--- config.mk ---
export PLATFORM = sky130hd
export DESIGN_NAME = giw_irq_ctrl
export DESIGN_NICKNAME = d
export VERILOG_FILES = /design/src/design/giw_pkg.sv /design/src/design/giw_grp_if.sv /design/src/design/giw_sticky_flag.sv /design/src/design/giw_group.sv /design/src/design/giw_irq_ctrl.sv
export SDC_FILE = /design/constraint.sdc
export NUM_CORES = 1
export LEC_CHECK = 0
export BUFFER_PORTS_ARGS = -buffer_cell sky130_fd_sc_hd__buf_2
export CAP_MARGIN = 20
export CORE_UTILIZATION = 56
export DETAILED_ROUTE_END_ITERATION = 8
export GPL_ROUTABILITY_DRIVEN = 0
export GPL_TIMING_DRIVEN = 0
export PLACE_DENSITY_LB_ADDON = 0.15
export SYNTH_ARGS = -nofsm -noshare
export SYNTH_HDL_FRONTEND = slang
export SYNTH_SLANG_ARGS = --single-unit
--- constraint.sdc ---
create_clock -name core_clk -period 2.1 [get_ports core_clk]
set_input_delay 0.42 -clock core_clk [delete_from_list [all_inputs] [get_ports core_clk]]
set_output_delay 0.42 -clock core_clk [all_outputs]
set_load 0.01 [all_outputs]
--- src/design/giw_pkg.sv ---
// Package: register map, field positions and reset values of the block
`default_nettype none
package giw_pkg;
  // ****************************************
  // Register bus geometry
  // ****************************************
  localparam int ADDR_W = 3;
  localparam int DATA_W = 8;

  // ****************************************
  // Register offsets
  // ****************************************
  localparam logic [2:0] OFS_CTRL = 3'h0;
  localparam logic [2:0] OFS_GROUP = 3'h1;
  localparam logic [2:0] OFS_SRC_FLAG = 3'h2;
  localparam logic [2:0] OFS_SRC_EN = 3'h3;
  localparam logic [2:0] OFS_STATUS = 3'h4;

  // ****************************************
  // Sizes of the source and group sets
  // ****************************************
  localparam int NUM_TM = 2;
  localparam int NUM_GRP = 3;
  localparam int NUM_SRC = 6;
  localparam int MEM_PER_GRP = 2;

  // ****************************************
  // Source positions in the flag and enable registers
  // ****************************************
  localparam int SRC_TM0_P = 0;
  localparam int SRC_TM0_A = 1;
  localparam int SRC_TM1_P = 2;
  localparam int SRC_TM1_A = 3;
  localparam int SRC_LVD = 4;
  localparam int SRC_EEPROM = 5;

  // ****************************************
  // Field positions in control, group and status registers
  // ****************************************
  localparam int CTRL_GIE_BIT = 0;
  localparam int GRP_EN_LSB = 0;
  localparam int GRP_FLAG_LSB = 4;
  localparam int STAT_PEND_BIT = 0;
  localparam int STAT_STKF_BIT = 1;
  localparam int STAT_SLEEP_BIT = 2;
  localparam int STAT_IRQ_BIT = 3;

  // ****************************************
  // Values after reset
  // ****************************************
  localparam logic RST_GIE = 1'b0;
  localparam logic RST_FLAG = 1'b0;
  localparam logic [5:0] RST_SRC_EN = 6'h00;
  localparam logic [2:0] RST_GRP_EN = 3'h0;
  localparam logic [1:0] RST_VEC = 2'h0;
  localparam logic [7:0] RST_RDATA = 8'h00;

  // Power state of the core
  typedef enum logic [1:0] {
    GIW_RUN = 2'b01,
    GIW_SLEEP = 2'b10
  } giw_pwr_t;
endpackage
`default_nettype wire

--- src/design/giw_grp_if.sv ---
// Interface: wiring between the controller and one interrupt group
`default_nettype none
interface giw_grp_if;
  logic [1:0] mem_rise;
  logic [1:0] mem_act;
  logic en;
  logic sw_wr;
  logic sw_val;
  logic svc_clr;
  logic flag;
  logic rise;
  logic req;

  modport grp (
    input mem_rise,
    input mem_act,
    input en,
    input sw_wr,
    input sw_val,
    input svc_clr,
    output flag,
    output rise,
    output req
  );
  modport ctl (
    output mem_rise,
    output mem_act,
    output en,
    output sw_wr,
    output sw_val,
    output svc_clr,
    input flag,
    input rise,
    input req
  );
endinterface
`default_nettype wire

--- src/design/giw_sticky_flag.sv ---
// Module: one sticky source request flag with software access
`default_nettype none
module giw_sticky_flag (
  input wire logic core_clk,
  input wire logic rst,
  input wire logic set_evt,
  input wire logic sw_wr,
  input wire logic sw_val,
  output logic flag,
  output logic rise
);
  logic flag_reg;
  logic flag_next;
  logic rise_reg;
  logic rise_next;

  // Event beats a software clear in the same cycle
  always_comb begin
    flag_next = flag_reg;
    if (sw_wr) begin
      flag_next = sw_val;
    end
    if (set_evt) begin
      flag_next = 1'b1;
    end
    rise_next = flag_next & ~flag_reg;
  end

  // No hardware clear: only software drops it
  always_ff @(posedge core_clk) begin
    if (rst) begin
      flag_reg <= giw_pkg::RST_FLAG;
      rise_reg <= 1'b0;
    end else begin
      flag_reg <= flag_next;
      rise_reg <= rise_next;
    end
  end

  assign flag = flag_reg;
  assign rise = rise_reg;
endmodule
`default_nettype wire

--- src/design/giw_group.sv ---
// Module: one multi-function group flag and its request term
`default_nettype none
module giw_group (
  input wire logic core_clk,
  input wire logic rst,
  giw_grp_if.grp gi
);
  logic flag_reg;
  logic flag_next;
  logic rise_reg;
  logic rise_next;

  // Member rise sets, service or software clears; set wins
  always_comb begin
    flag_next = flag_reg;
    if (gi.svc_clr) begin
      flag_next = 1'b0;
    end
    if (gi.sw_wr) begin
      flag_next = gi.sw_val;
    end
    if (|gi.mem_rise) begin
      flag_next = 1'b1;
    end
    rise_next = flag_next & ~flag_reg;
  end

  always_ff @(posedge core_clk) begin
    if (rst) begin
      flag_reg <= giw_pkg::RST_FLAG;
      rise_reg <= 1'b0;
    end else begin
      flag_reg <= flag_next;
      rise_reg <= rise_next;
    end
  end

  // Group asks only with its enable and an enabled member
  assign gi.req = flag_reg & gi.en & (|gi.mem_act);
  assign gi.flag = flag_reg;
  assign gi.rise = rise_reg;
endmodule
`default_nettype wire

--- src/design/giw_irq_ctrl.sv ---
// Top: grouped interrupt request and wake-up controller
//
// Behaviour
// - EEPROM erase or write end sets the EEPROM completion flag.
// - EEPROM call needs global, source and group enables, stack not full.
// - EEPROM service clears global enable and group flag, not source flag.
// - Each timer module has two flags and two enables, P and A.
// - Timer comparator P or A match sets that timer flag.
// - Timer call needs global, timer and group enables, stack not full.
// - Timer service clears global enable and group flag; software clears rest.
// - Any flag rising wakes from sleep, enables ignored.
// - A set flag stays set while disabled until serviced or cleared.
// - Service pushes only the program counter, nothing else.
// - Interrupt return sets global enable; plain return leaves it clear.
// - Any member flag rising sets its group flag.
// - Three groups: two timer groups and low-voltage with EEPROM.
`default_nettype none
module giw_irq_ctrl (
  input wire logic core_clk,
  input wire logic rst,
  // Register port
  input wire logic [2:0] reg_addr,
  input wire logic [7:0] reg_wdata,
  input wire logic reg_wr,
  input wire logic reg_rd,
  output logic [7:0] reg_rdata,
  // Event sources
  input wire logic eeprom_done_evt,
  input wire logic lvd_evt,
  input wire logic [1:0] tm_match_p,
  input wire logic [1:0] tm_match_a,
  // Processor core side
  input wire logic stack_full,
  input wire logic irq_ack,
  input wire logic isr_exit_enabling,
  input wire logic plain_sub_exit,
  input wire logic sleep_enter,
  output logic irq_req,
  output logic [1:0] irq_vec,
  output logic pc_push,
  output logic wake,
  output logic asleep
);
  // ****************************************
  // Declarations
  // ****************************************
  logic [5:0] src_set;
  logic [5:0] src_flag;
  logic [5:0] src_rise;
  logic [5:0] src_en_reg;
  logic [5:0] src_en_next;
  logic [2:0] grp_en_reg;
  logic [2:0] grp_en_next;
  logic gie_reg;
  logic gie_next;
  logic irq_req_reg;
  logic irq_req_next;
  logic [1:0] vec_reg;
  logic [1:0] vec_next;
  logic push_reg;
  logic push_next;
  logic wake_reg;
  logic wake_next;
  logic [7:0] rdata_reg;
  logic [7:0] rdata_next;
  giw_pkg::giw_pwr_t pwr_reg;
  giw_pkg::giw_pwr_t pwr_next;
  logic wr_ctrl;
  logic wr_group;
  logic wr_flag;
  logic wr_en;
  logic ack_ok;
  logic [2:0] grp_req;
  logic [2:0] grp_flag;
  logic [2:0] grp_rise;
  logic any_rise;
  logic call_ok;
  logic [1:0] sel_vec;
  logic [7:0] status_word;

  // ****************************************
  // Write decode
  // ****************************************
  assign wr_ctrl = reg_wr & (reg_addr == giw_pkg::OFS_CTRL);
  assign wr_group = reg_wr & (reg_addr == giw_pkg::OFS_GROUP);
  assign wr_flag = reg_wr & (reg_addr == giw_pkg::OFS_SRC_FLAG);
  assign wr_en = reg_wr & (reg_addr == giw_pkg::OFS_SRC_EN);

  // Acknowledge counts only against a standing request
  assign ack_ok = irq_ack & irq_req_reg;

  // ****************************************
  // Source request flags
  // ****************************************
  // Two flags per timer module, one per comparator
  assign src_set[giw_pkg::SRC_TM0_P] = tm_match_p[0];
  assign src_set[giw_pkg::SRC_TM0_A] = tm_match_a[0];
  assign src_set[giw_pkg::SRC_TM1_P] = tm_match_p[1];
  assign src_set[giw_pkg::SRC_TM1_A] = tm_match_a[1];
  assign src_set[giw_pkg::SRC_LVD] = lvd_evt;
  assign src_set[giw_pkg::SRC_EEPROM] = eeprom_done_evt;

  // Service never touches these; software owns the clear
  genvar s;
  generate
    for (s = 0; s < giw_pkg::NUM_SRC; s++) begin : g_src
      giw_sticky_flag u_flag (
        .core_clk(core_clk),
        .rst(rst),
        .set_evt(src_set[s]),
        .sw_wr(wr_flag),
        .sw_val(reg_wdata[s]),
        .flag(src_flag[s]),
        .rise(src_rise[s])
      );
    end
  endgenerate

  // ****************************************
  // Multi-function groups
  // ****************************************
  // Group g holds sources 2g and 2g+1
  giw_grp_if grp_bus [giw_pkg::NUM_GRP] ();

  genvar g;
  generate
    for (g = 0; g < giw_pkg::NUM_GRP; g++) begin : g_grp
      assign grp_bus[g].mem_rise = src_rise[2*g+1 -: 2];
      assign grp_bus[g].mem_act = src_flag[2*g+1 -: 2] &
        src_en_reg[2*g+1 -: 2];
      assign grp_bus[g].en = grp_en_reg[g];
      assign grp_bus[g].sw_wr = wr_group;
      assign grp_bus[g].sw_val = reg_wdata[giw_pkg::GRP_FLAG_LSB + g];
      // Service clears the serviced group's flag only
      assign grp_bus[g].svc_clr = ack_ok & (vec_reg == 2'(g));
      assign grp_req[g] = grp_bus[g].req;
      assign grp_flag[g] = grp_bus[g].flag;
      assign grp_rise[g] = grp_bus[g].rise;
      giw_group u_grp (
        .core_clk(core_clk),
        .rst(rst),
        .gi(grp_bus[g])
      );
    end
  endgenerate

  // ****************************************
  // Request arbitration
  // ****************************************
  // Fixed priority, group 0 highest; full stack holds it back
  always_comb begin
    sel_vec = 2'h0;
    if (grp_req[0]) begin
      sel_vec = 2'h0;
    end else if (grp_req[1]) begin
      sel_vec = 2'h1;
    end else if (grp_req[2]) begin
      sel_vec = 2'h2;
    end
  end
  assign call_ok = gie_reg & (|grp_req) & ~stack_full;

  // ****************************************
  // Enables and global enable
  // ****************************************
  // Service beats a same-cycle software set of the global enable
  always_comb begin
    gie_next = gie_reg;
    src_en_next = src_en_reg;
    grp_en_next = grp_en_reg;
    if (wr_ctrl) begin
      gie_next = reg_wdata[giw_pkg::CTRL_GIE_BIT];
    end
    if (isr_exit_enabling) begin
      gie_next = 1'b1;
    end
    if (ack_ok) begin
      gie_next = 1'b0;
    end
    if (wr_en) begin
      src_en_next = reg_wdata[giw_pkg::NUM_SRC-1:0];
    end
    if (wr_group) begin
      grp_en_next = reg_wdata[giw_pkg::GRP_EN_LSB +: giw_pkg::NUM_GRP];
    end
  end
  // A plain return is not decoded: global enable simply stays put

  always_ff @(posedge core_clk) begin
    if (rst) begin
      gie_reg <= giw_pkg::RST_GIE;
      src_en_reg <= giw_pkg::RST_SRC_EN;
      grp_en_reg <= giw_pkg::RST_GRP_EN;
    end else begin
      gie_reg <= gie_next;
      src_en_reg <= src_en_next;
      grp_en_reg <= grp_en_next;
    end
  end

  // ****************************************
  // Vector call handshake
  // ****************************************
  // Request drops right after ack; the stale cycle is masked here
  always_comb begin
    irq_req_next = call_ok & ~ack_ok;
    vec_next = vec_reg;
    if (call_ok & ~irq_req_reg) begin
      vec_next = sel_vec;
    end
    // Core pushes the program counter only
    push_next = ack_ok;
  end

  always_ff @(posedge core_clk) begin
    if (rst) begin
      irq_req_reg <= 1'b0;
      vec_reg <= giw_pkg::RST_VEC;
      push_reg <= 1'b0;
    end else begin
      irq_req_reg <= irq_req_next;
      vec_reg <= vec_next;
      push_reg <= push_next;
    end
  end

  // ****************************************
  // Sleep and wake-up
  // ****************************************
  // Any flag edge wakes, enables ignored; a flag already high cannot
  // rise again, which is how software masks a wake source
  assign any_rise = (|src_rise) | (|grp_rise);

  always_comb begin
    pwr_next = pwr_reg;
    wake_next = 1'b0;
    unique case (pwr_reg)
      giw_pkg::GIW_RUN: begin
        if (sleep_enter) begin
          pwr_next = giw_pkg::GIW_SLEEP;
        end
      end
      giw_pkg::GIW_SLEEP: begin
        if (any_rise) begin
          pwr_next = giw_pkg::GIW_RUN;
          wake_next = 1'b1;
        end
      end
      default: begin
        pwr_next = giw_pkg::GIW_RUN;
      end
    endcase
  end

  always_ff @(posedge core_clk) begin
    if (rst) begin
      pwr_reg <= giw_pkg::GIW_RUN;
      wake_reg <= 1'b0;
    end else begin
      pwr_reg <= pwr_next;
      wake_reg <= wake_next;
    end
  end

  // ****************************************
  // Register read path
  // ****************************************
  always_comb begin
    status_word = 8'h00;
    status_word[giw_pkg::STAT_PEND_BIT] = |grp_req;
    status_word[giw_pkg::STAT_STKF_BIT] = stack_full;
    status_word[giw_pkg::STAT_SLEEP_BIT] = (pwr_reg == giw_pkg::GIW_SLEEP);
    status_word[giw_pkg::STAT_IRQ_BIT] = irq_req_reg;
  end

  // Data valid only in the cycle after the strobe; unmapped reads zero
  always_comb begin
    rdata_next = giw_pkg::RST_RDATA;
    if (reg_rd) begin
      unique case (reg_addr)
        giw_pkg::OFS_CTRL: begin
          rdata_next[giw_pkg::CTRL_GIE_BIT] = gie_reg;
        end
        giw_pkg::OFS_GROUP: begin
          rdata_next[giw_pkg::GRP_EN_LSB +: giw_pkg::NUM_GRP] = grp_en_reg;
          rdata_next[giw_pkg::GRP_FLAG_LSB +: giw_pkg::NUM_GRP] = grp_flag;
        end
        giw_pkg::OFS_SRC_FLAG: begin
          rdata_next[giw_pkg::NUM_SRC-1:0] = src_flag;
        end
        giw_pkg::OFS_SRC_EN: begin
          rdata_next[giw_pkg::NUM_SRC-1:0] = src_en_reg;
        end
        giw_pkg::OFS_STATUS: begin
          rdata_next = status_word;
        end
        default: begin
          rdata_next = giw_pkg::RST_RDATA;
        end
      endcase
    end
  end

  always_ff @(posedge core_clk) begin
    if (rst) begin
      rdata_reg <= giw_pkg::RST_RDATA;
    end else begin
      rdata_reg <= rdata_next;
    end
  end

  // ****************************************
  // Outputs
  // ****************************************
  assign reg_rdata = rdata_reg;
  assign irq_req = irq_req_reg;
  assign irq_vec = vec_reg;
  assign pc_push = push_reg;
  assign wake = wake_reg;
  assign asleep = (pwr_reg == giw_pkg::GIW_SLEEP);
endmodule
`default_nettype wire

# After elaboration in Yosys (flattened, before gate mapping)
# Index checks and enable logic that the tools add are counted.
[word_totals]
ff_bits = 43
input_bits = 26
output_inout_bits = 14
wordCells = 136
[classes]
eq_ne = 10
muxes = 34
bitwise = 46
reduce_logical = 17
[op_table]
columns = ["op", "count"]
rows = [
  ["1-bit AND", 27],
  ["1-bit two-way mux", 24],
  ["2-bit OR reduction", 9],
  ["1-bit inverter", 15],
  ["2-bit two-way mux", 5],
  ["3-bit OR reduction", 3],
  ["2-bit case mux with 4 select lines", 1],
  ["2-bit AND", 3],
  ["3-bit by 2-bit equality test with 1-bit output, second input constant", 2],
  ["2-bit case mux with 3 select lines", 1],
  ["6-bit OR reduction", 1],
  ["1-bit case mux with 5 select lines", 1],
  ["2-bit by 1-bit equality test with 1-bit output, second input constant", 2],
  ["2-bit equality test, second input constant", 2],
  ["2-bit case mux with 2 select lines", 1],
  ["3-bit by 1-bit equality test with 1-bit output, second input constant", 1],
  ["3-bit equality test, second input constant", 1],
  ["3-bit zero test", 1],
  ["1-bit case mux with 3 select lines", 1],
  ["2-bit zero test", 1],
  ["2-bit by 1-bit != test with 1-bit output, second input constant", 1],
  ["2-bit != test, second input constant", 1],
  ["2-bit AND reduction", 1],
  ["2-bit nonzero test", 1],
  ["1-bit bitwise OR", 1],
]

# Depth between registers and ports, before layout
# Gate-level depths: netlist (run 1).
[logic_depth]
word_depth = 7
mapped_depth = 5

# Modules after synthesis
# From an unflattened synthesis (run 1), not the netlist that was laid out.
[unflattened]
cells_unflattened = 176
hier_area_um2 = 1841.8
[by_module_without_submodules]
columns = ["mod", "instances", "cells_each", "area_per_inst_um2"]
rows = [
  ["giw_irq_ctrl", 1, 119, 1124.8],
  ["giw_sticky_flag", 6, 6, 81.3],
  ["giw_group", 3, 7, 76.3],
]

# Worst setup path before layout (run 1)
# OpenSTA, ideal clock, no wires.
[synth_timing]
path_type = "input to register"
startpoint = "in stack_full"
endpoint = "reg vec_reg[0] (netlist: irq_vec[0])"
setup_ps = 87
t_arrival_ps = 1330
slack_ps = 683
stages = 3
path_cell_list = "or3b_1 -> or4b_1 -> o31ai_1"
[synth_between]
elab_chain_len = 3
[synth_lines]
columns = ["item", "line", "rtl"]
rows = [
  ["from (decl)", "giw_irq_ctrl.sv:33", "input wire logic stack_full,"],
  ["1-bit inverter", "giw_irq_ctrl.sv:161", "assign call_ok = gie_reg & (|grp_req) & ~stack_full;"],
  ["1-bit AND", "giw_irq_ctrl.sv:161", ""],
  ["1-bit AND", "giw_irq_ctrl.sv:208", "if (call_ok & ~irq_req_reg) begin"],
  ["to (signal assigned)", "giw_irq_ctrl.sv:218", "vec_reg <= giw_pkg::RST_VEC;"],
  ["to (signal assigned)", "giw_irq_ctrl.sv:222", "vec_reg <= vec_next;"],
  ["to (decl)", "giw_irq_ctrl.sv:58", "logic [1:0] vec_reg;"],
]
# Every way passes these cells.
# A chain may end at the register's enable or synchronous reset.

# Final worst setup path (run 1)
[layout_timing]
startpoint = "reg pwr_reg[0]"
endpoint = "out asleep"
[layout_between]
elab_chain_len = 1
[layout_lines]
columns = ["item", "line", "rtl"]
rows = [
  ["from (decl)", "giw_irq_ctrl.sv:66", "giw_pkg::giw_pwr_t pwr_reg;"],
  ["from (signal assigned)", "giw_irq_ctrl.sv:257", "pwr_reg <= giw_pkg::GIW_RUN;"],
  ["from (signal assigned)", "giw_irq_ctrl.sv:260", "pwr_reg <= pwr_next;"],
  ["2-bit equality test", "giw_irq_ctrl.sv:320", "assign asleep = (pwr_reg == giw_pkg::GIW_SLEEP);"],
  ["to (decl)", "giw_irq_ctrl.sv:42", "output logic asleep"],
]
# Every way passes these cells.

==> results of run 1 <==
placed cells by master, fill, tap and decap left out, drive strengths merged, types with 3 or more instances in the layout:
cell type  synthesis  final
dfxtp             42     42
buf                4     39
a21oi             22     22
nand2             17     17
nor2              15     15
nor3              14     14
clkbuf             5     12
nand3              7      7
mux2i              6      6
mux2               5      5
a22o               5      5
nor2b              3      3
a22oi              3      3
o21a               3      3
a211oi             3      3
o311ai             3      3
cells by family after synthesis:
group / count (synthesis) / share of synthesized area (%)
multiplexers: 12 / 8.28
other: 1 / 0.223
flip-flops: 42 / 50.1
AND/OR/NAND/NOR: 71 / 22.1
AO/OA/AOI/OAI: 43 / 16.3
buffers and inverters: 11 / 2.91
worst max-delay path: stages, from the launching register on:
cell     delay, ps
dfxtp_1        330
and2b_1        250
buf_2          150
metal layers:
metal	part of all wire [%]	vias to the layer above	routed length, µm	GRT usage, %
li1	-	737	-	-
met1	44	699	1670	31.2
met2	48	58	1820	42.2
met3	6.2	16	238	6.91
met4	2.5	0	96	11.8
met5	0	-	0	0
through the flow:
stage	instances	total power, W
after floorplan	180	0.000965
after global placement	246	0.00102
after detailed placement	246	0.00103
after CTS	254	0.00143
after global routing	254	0.00148
final	254	0.00143
layout make-up:
class                      instances  area (µm²)
multi-input combinational        127         788
inverter                           2        7.51
buffer                             9        41.3
tap                               31        38.8
fill                             245         853
clock inverter                     1        5.00
timing repair buffer              35         175
clock buffer                       7        55.1
sequential                        42         841
report_power, final:
group          switching (W)  leakage [nW]  internal, W
combinational      0.0000829         0.476    0.0000686
sequential         0.0000271         0.344     0.000831
clock               0.000253        0.0353     0.000162
final timing paths:
path	startpoint	endpoint	slack (ps)	cells after the start
setup / recovery	pwr_reg[0]$_SDFFE_PP1P_	asleep	600	2
hold / removal	isr_exit_enabling	gie_reg$_SDFFE_PP0P_	270	2
setup reg to reg	gie_reg$_SDFFE_PP0P_	irq_vec[0]$_SDFFE_PP0P_	620	3
hold reg to reg	g_src[5].u_flag.flag$_SDFF_PP0_	g_src[5].u_flag.flag$_SDFF_PP0_	500	2
==> impl_results.md, run 1 <==
- Status: complete, but fails checks
- Failing checks: design-rule violations
- Port-buffer cells: 35
- Number of global-route vias before repair: 1415
- WP data arrival: 1080 ps
- Crit end category: output pin
- Clk buf depth: 2
- Worst vdd ir: 0.446 mV
- Antenna diode count: 0
- Die Ht: 56.7 µm
- Post-synth top area cell: dfxtp_1
- Row count: 19
- MaxCap Viol Count: 0
- Top post-synthesis cells by area: dfxtp_1, a21oi_1, nor3_1
- Minimum clock period: 1500 ps
- Nets@finish: 248
- Hold WC Path Type: in2reg
- Vias per cell: 5.94
- Crit start category: flip-flop
- CTS resizes: 0
- Syn_nets: 206
- Placed instance area: 1890 µm²
- Final Hold Vio Count: 0
- Total congestion overflow: 0
- Static leakage: 0.856 nW
- Cts hold-fix bufs: 0
- Fraction of layout cells with a size suffix above 1: 24.7%
- Final wirelength: 3830 µm
- Post-synthesis cell count: 180
- Post-synth EDFFs: 0
- Core ar.: 2810 µm²
- RSZ-0062 raised after global routing: no
- Mean routed wirelength per cell: 15.1 µm
- Critical Path RT: 1680 ps
- Antenna Nets Post-Route: 0
- Initial core utilization: 59.8%
- Sequential share of the synthesized area: 50.1%
- Core Util, Final: 69.6%
- Pwr Density: 730 nW/µm²
- Top_reg_cell synth: dfxtp_1
- Design Area, Final: 1950 µm²
- Die width: 56.7 µm
- Max FFs per register: 7
- Hold Slack: 268 ps
- Worst-Skew Late Latency: 350 ps
- H-tree depth: 2
- Syn Area/Cell: 9.32 µm²
- Setup_tns: 0 ps
- Critical setup path kind: reg2out
- Initial antenna violation count: 0
- Die Area: 3220 µm²
- Clock sinks: 42
- CTS clk-pin slew, worst paths: 120 ps
- Count leader, synth: dfxtp_1
- Setup-failing EPs final: 0
- First-pass DRT Iterations: 6
- Ys async rst share: 0%
- Cell area after synthesis: 1680 µm²
- Clock Tree Root: clkbuf_4
- P&R area growth vs syn: 16.3%
- Total track usage: 25.6%
- Routed vias: 1510
- Slew Viols, Final: 0
- Post-CTS setup repair buffer count: 0
- DP HPWL: 2930 µm
- Total I/O pin count: 40
- CTS buffer count: 5
- Max FO, Critical Path: 4
- CTS tree: yes
- Setup Skew: 6.20 ps
- Synth cell types: 38
- Yosys warns: 0
- Fin crit share: 71.5%
- Maximum clock frequency: 666 MHz
- Synthesized flop and latch total: 42
- Setup ws final: 599 ps
- DR iter-0 viols: 59
- Most frequent cells after synthesis: dfxtp_1, a21oi_1, nand2_1
- DRC errors left: 8
- First-pass GRT wire length: 6300 µm
- Placement Setup Slack: 401 ps
- Largest net degree at the start of global routing: 13
- Post-synth top area share: 50.1%
(Power assumes the default switching activity.)
==> run 2: changes to the inputs <==
- CORE_UTILIZATION: 56 -> 52
- clock period: 2.1 -> 1.5 ns (I/O delays scaled with it)
==> run 2 against run 1 <==
- the flow now finishes without violations
- die area grew 7.4%
- sequential power grew 40%
- critical endpoint is now pwr_reg[0]$_SDFFE_PP1P_
- non-clock buffer count is the same
- first-iteration DRC count shrank 17%
- combinational power grew 46%
- routed wire length shrank 4.1%
==> impl_results.md, run 2 (same netlist as run 1, synthesis figures left out) <==
- First-pass DRT Iterations: 4
- Crit start category: flip-flop
- Clock sinks: 42
- Initial core utilization: 55.0%
- Core ar.: 3050 µm²
- Slew Viols, Final: 0
- CTS tree: yes
- Register area: 843 µm²
- Port-buffer cells: 35
- Total power: 0.00212 W
- Die width: 58.8 µm
- Fin cells: 267
- Row count: 20
- Crit end category: flip-flop
- Minimum clock period: 1450 ps
- Worst-Skew Late Latency: 350 ps
- CTS clk-pin slew, worst paths: 110 ps
- MaxCap Viol Count: 0
- P&R area growth vs syn: 19.2%
- Setup ws final: 52.3 ps
- Number of global-route vias before repair: 1314
- Most frequent cells in the layout: dfxtp_1, buf_2, a21oi_1, nand2_1, nor2_1
- Placement Setup Slack: -69.8 ps
- Final wirelength: 3670 µm
- Vias per cell: 5.43
- Cts hold-fix bufs: 0
- Fraction of layout cells with a size suffix above 1: 26.0%
- Largest net degree at the start of global routing: 13
- Antenna Nets Post-Route: 0
- Setup Skew: 11.6 ps
- Fin crit share: 96.5%
- Worst vdd ir: 0.625 mV
- Nets@finish: 248
- Clock Tree Root: clkbuf_4
- Total I/O pin count: 40
- Initial antenna violation count: 0
- Placed cell count: 259
- Core Util, Final: 65.5%
- H-tree depth: 2
- Hold Slack: 162 ps
- Most common cell after layout, fill and taps aside: dfxtp_1
- Max FFs per register: 7
- DR iter-0 viols: 49
- Final Hold Vio Count: 0
- Status: completed
- DP HPWL: 2830 µm
- Routed vias: 1451
- Area of the multi-input gates: 802 µm²
- Clk buf depth: 2
- DRC errors left: 0
- CTS buffer count: 5
- Setup-failing EPs final: 0
- CTS resizes: 0
- Antenna diode count: 0
- Fillers: 288
- Static leakage: 0.861 nW
- Critical Path RT: 1750 ps
- Post-CTS setup repair buffer count: 0
- Max FO, Critical Path: 2
- First-pass GRT wire length: 5930 µm
- Mean routed wirelength per cell: 13.8 µm
- Pwr Density: 1060 nW/µm²
- Hold WC Path Type: in2reg
- Total congestion overflow: 0
- Die Area: 3460 µm²
- Die Ht: 58.8 µm
- Total track usage: 23.3%
- Critical setup path kind: reg2reg
- WP data arrival: 1700 ps
- Maximum clock frequency: 691 MHz
## run 2: cell types whose count changed in the layout (fill, tap and decap cells not counted), sizes merged
| cell | change |
|---|---|
| bufinv | +1 |
| clkinv | -1 |
## run 2: cell type report
class                      count  share of cell area [%]
buffer                         9                    2.07
clock buffer                   7                    2.25
multi-input combinational    127                    40.1
timing repair buffer          35                    8.76
tap                           44                    2.75
clock inverter                 1                    1.50
sequential                    42                    42.2
inverter                       2                   0.375
## run 2: report_power, final
group	internal, W	switching [W]
combinational	0.000102	0.000118
clock	0.000354	0.000339
sequential	0.00116	0.0000381
## run 2: routing by layer
layer  GRT usage, %  part of all wire, %  vias up
li1               -                    -      733
met1           29.9                   45      656
met2           37.5                   47       54
met3           6.59                  5.9        8
met4           8.16                  1.8        0
met5              0                    0        -
## run 2: final timing paths
| kind | from | to | slack [ps] | cells past startpoint |
|---|---|---|---|---|
| max | g_src[3].u_flag.rise$_SDFF_PP0_ | pwr_reg[0]$_SDFFE_PP1P_ | 50 | 4 |
| min | isr_exit_enabling | gie_reg$_SDFFE_PP0P_ | 160 | 2 |
| max reg2reg | g_src[3].u_flag.rise$_SDFF_PP0_ | pwr_reg[0]$_SDFFE_PP1P_ | 50 | 4 |
| min reg2reg | grp_en_reg[0]$_SDFFE_PP0P_ | grp_en_reg[0]$_SDFFE_PP0P_ | 490 | 2 |
## run 2: worst max-delay path: stages (launching register included)
cell and delay, ps:
dfxtp_2 340, or4_4 540, nor3_4 200, a21oi_2 80, or2_1 200
## run 2: per-stage QoR
step	cell area, µm²	TNS [ps]
floorplan	1680	0
global placement	1910	-70.9
detailed placement	1910	-113
CTS	1980	0
global route	2000	-1.21
finish	2000	0
==> run 3: changes to the inputs <==
--- a/config.mk
+++ b/config.mk
@@ -9,3 +9,4 @@
 export CAP_MARGIN = 20
-export CORE_UTILIZATION = 52
+export CORE_MARGIN = 2
+export CORE_UTILIZATION = 40
 export DETAILED_ROUTE_END_ITERATION = 8
==> constraint.sdc (replaced) <==
create_clock -name core_clk -period 1.5 [get_ports core_clk]
set_input_delay 0.15 -clock core_clk [delete_from_list [all_inputs] [get_ports core_clk]]
set_output_delay 0.15 -clock core_clk [all_outputs]
set_load 0.01 [all_outputs]
==> run 3 against run 2 <==
- critical path depth unchanged
- routed wire length increased by 13%
- first-iteration DRC count increased by 14%
- clock skew decreased by 8.3 ps
- sequential cell count unchanged
- clock power increased by 31%
- combinational power about the same
- critical path type unchanged
==> impl_results.md, run 3 (same netlist as run 1, synthesis figures left out) <==
- Status: completed
- Final Hold Vio Count: 0
- Crit start category: flip-flop
- H-tree depth: 2
- Total power: 0.00233 W
- Die width: 68.8 µm
- Top delay family on crit path: simple AND/OR/NAND/NOR gates
- Clock Tree Root: clkbuf_8
- Slowest CP cell: or4_4
- Vias per cell: 5.46
- Die Area: 4730 µm²
- R2R Setup Slk: 60 ps
- Int Power: 0.00180 W
- Fin crit share: 96.3%
- Antenna diode count: 0
- Pwr Density: 1140 nW/µm²
- CTS buffer count: 5
- Maximum clock frequency: 692 MHz
- Crit path buffers/inverters: 0
- Core ar.: 4030 µm²
- Routed vias: 1484
- Die Ht: 68.8 µm
- CTS clk-pin slew, worst paths: 80 ps
- Post-CTS setup repair buffer count: 0
- MaxCap Viol Count: 0
- Mean routed wirelength per cell: 15.3 µm
- Max FFs per register: 7
- Critical Path RT: 1690 ps
- Initial core utilization: 41.6%
- Fraction of layout cells with a size suffix above 1: 25.7%
- Worst-Skew Late Latency: 300 ps
- Largest net degree at the start of global routing: 13
- First-pass GRT wire length: 6600 µm
- P&R area growth vs syn: 21.6%
- Critical setup path kind: reg2reg
- Reg2Reg Depth: 4
- Critical Path End: pwr_reg[0]$_SDFFE_PP1P_
- Clock sinks: 42
- Switching power: 0.000530 W
- Crit path largest cell delay: 550 ps
- Port-buffer cells: 35
- Nets@finish: 248
- DP HPWL: 3180 µm
- Worst-Margin Slew: 522 ps
- Placement Setup Slack: 47.3 ps
- RSZ-0062 raised after global routing: yes
- Minimum clock period: 1440 ps
- DRC errors left: 0
- Reg-to-reg critical path endpoint: pwr_reg[0]$_SDFFE_PP1P_
- Reg-to-Reg Start: g_src[1].u_flag.rise$_SDFF_PP0_
- Antenna Nets Post-Route: 0
- Worst Setup SP: g_src[1].u_flag.rise$_SDFF_PP0_
- Row count: 23
- Setup-failing EPs final: 0
- Sequential share of power: 51.6%
- First-pass DRT Iterations: 4
- CTS tree: yes
- Most common cell after layout, fill and taps aside: dfxtp_1
- Final wirelength: 4160 µm
- Hold WC Path Type: in2reg
- Setup ws final: 55.6 ps
- Crit. path cell count: 4
- Most frequent cells in the layout: dfxtp_1, buf_2, a21oi_1, nand2_1, nor2_1
- WP data arrival: 1640 ps
- Clock power share: 38.8%
- Number of global-route vias before repair: 1409
- Net switching fraction of the power: 22.8%
- Part of the power in combinational logic: 9.6%
- CP Cell Sequence: or4_4, nor3_4, a21oi_1, or2_1
- Static leakage: 0.879 nW
- DR iter-0 viols: 56
- Worst vdd ir: 0.558 mV
- Setup Skew: 3.31 ps
- Crit end category: flip-flop
- Total congestion overflow: 0
- Slew Limit Headroom: 65.2%
- Total I/O pin count: 40
- Clk buf depth: 2
- Initial antenna violation count: 0
- Slew Viols, Final: 0
- Total track usage: 19.8%
- Max FO, Critical Path: 2
## run 3: changes by cell type in the layout (fill, tap and decap cells not counted)
cell	previous run	this run
a21oi_2	1	0
clkbuf_1	7	5
or3b_1	1	0
a21oi_1	21	22
dfxtp_2	2	0
dfxtp_1	40	42
clkbuf_8	0	6
or3b_4	0	1
clkbuf_4	5	0
## run 3: how the worst min path moves through the flow
stage / from / to / slack (ps) / cells after the start
5_1_grt: isr_exit_enabling / gie_reg$_SDFFE_PP0P_ / 70 / 2
3_3_place_gp: isr_exit_enabling / gie_reg$_SDFFE_PP0P_ / 360 / 2
4_1_cts: isr_exit_enabling / gie_reg$_SDFFE_PP0P_ / 60 / 2
6_report: isr_exit_enabling / gie_reg$_SDFFE_PP0P_ / 60 / 2
3_5_place_dp: isr_exit_enabling / gie_reg$_SDFFE_PP0P_ / 370 / 2
2_1_floorplan: isr_exit_enabling / gie_reg$_SDFFE_PP0P_ / 270 / 1
## run 3: power groups by stage
| stage | registers [W] | logic (W) | clock network (W) |
|---|---|---|---|
| 4_1_cts | 0.00120 | 0.000214 | 0.000916 |
| 6_report | 0.00120 | 0.000223 | 0.000904 |
| 3_5_place_dp | 0.00123 | 0.000212 | 0 |
| 5_1_grt | 0.00121 | 0.000249 | 0.000974 |
| 2_1_floorplan | 0.00121 | 0.000135 | 0 |
| 3_3_place_gp | 0.00122 | 0.000209 | 0 |
## run 3: layout make-up
type                    instances  area [µm²]
plain buffers                   9        41.3
multi-input cells             127         801
well taps                      50        62.6
flip-flops and latches         42         841
repair buffers                 35         175
clock inverters                 1        30.0
inverters                       2        7.51
fillers                       401        1990
clock buffers                   6        82.6
## run 3: layer usage
layer / track usage, % / part of all wire, % / up-vias
li1: - / - / 729
met1: 22.7 / 44 / 700
met2: 33.5 / 49 / 49
met3: 6.98 / 6.2 / 6
met5: 0 / 0 / -
met4: 8.33 / 1.2 / 0
## run 3: timing repair
action / in CTS / in global routing
hold buffers: 0 / 0
setup endpoints to repair: 0 / 2
gates resized for setup: 0 / 3
## run 3: worst reg2reg max path, cell delays in order (launching register included)
cell     delay [ps]
dfxtp_1         310
or4_4           550
nor3_4          180
a21oi_1         100
or2_1           200
## run 3: stage by stage
step,std cells,cell area [µm²],TNS (ps),utilization (%),hold WS (ps)
after global routing,272,2040,-15.8,50.7,67.0
after global placement,265,1920,0,47.5,361
after CTS,272,2030,0,50.3,63.1
final,272,2040,0,50.7,62.6
after floorplan,180,1680,0,-,274
after detailed placement,265,1920,0,47.5,366
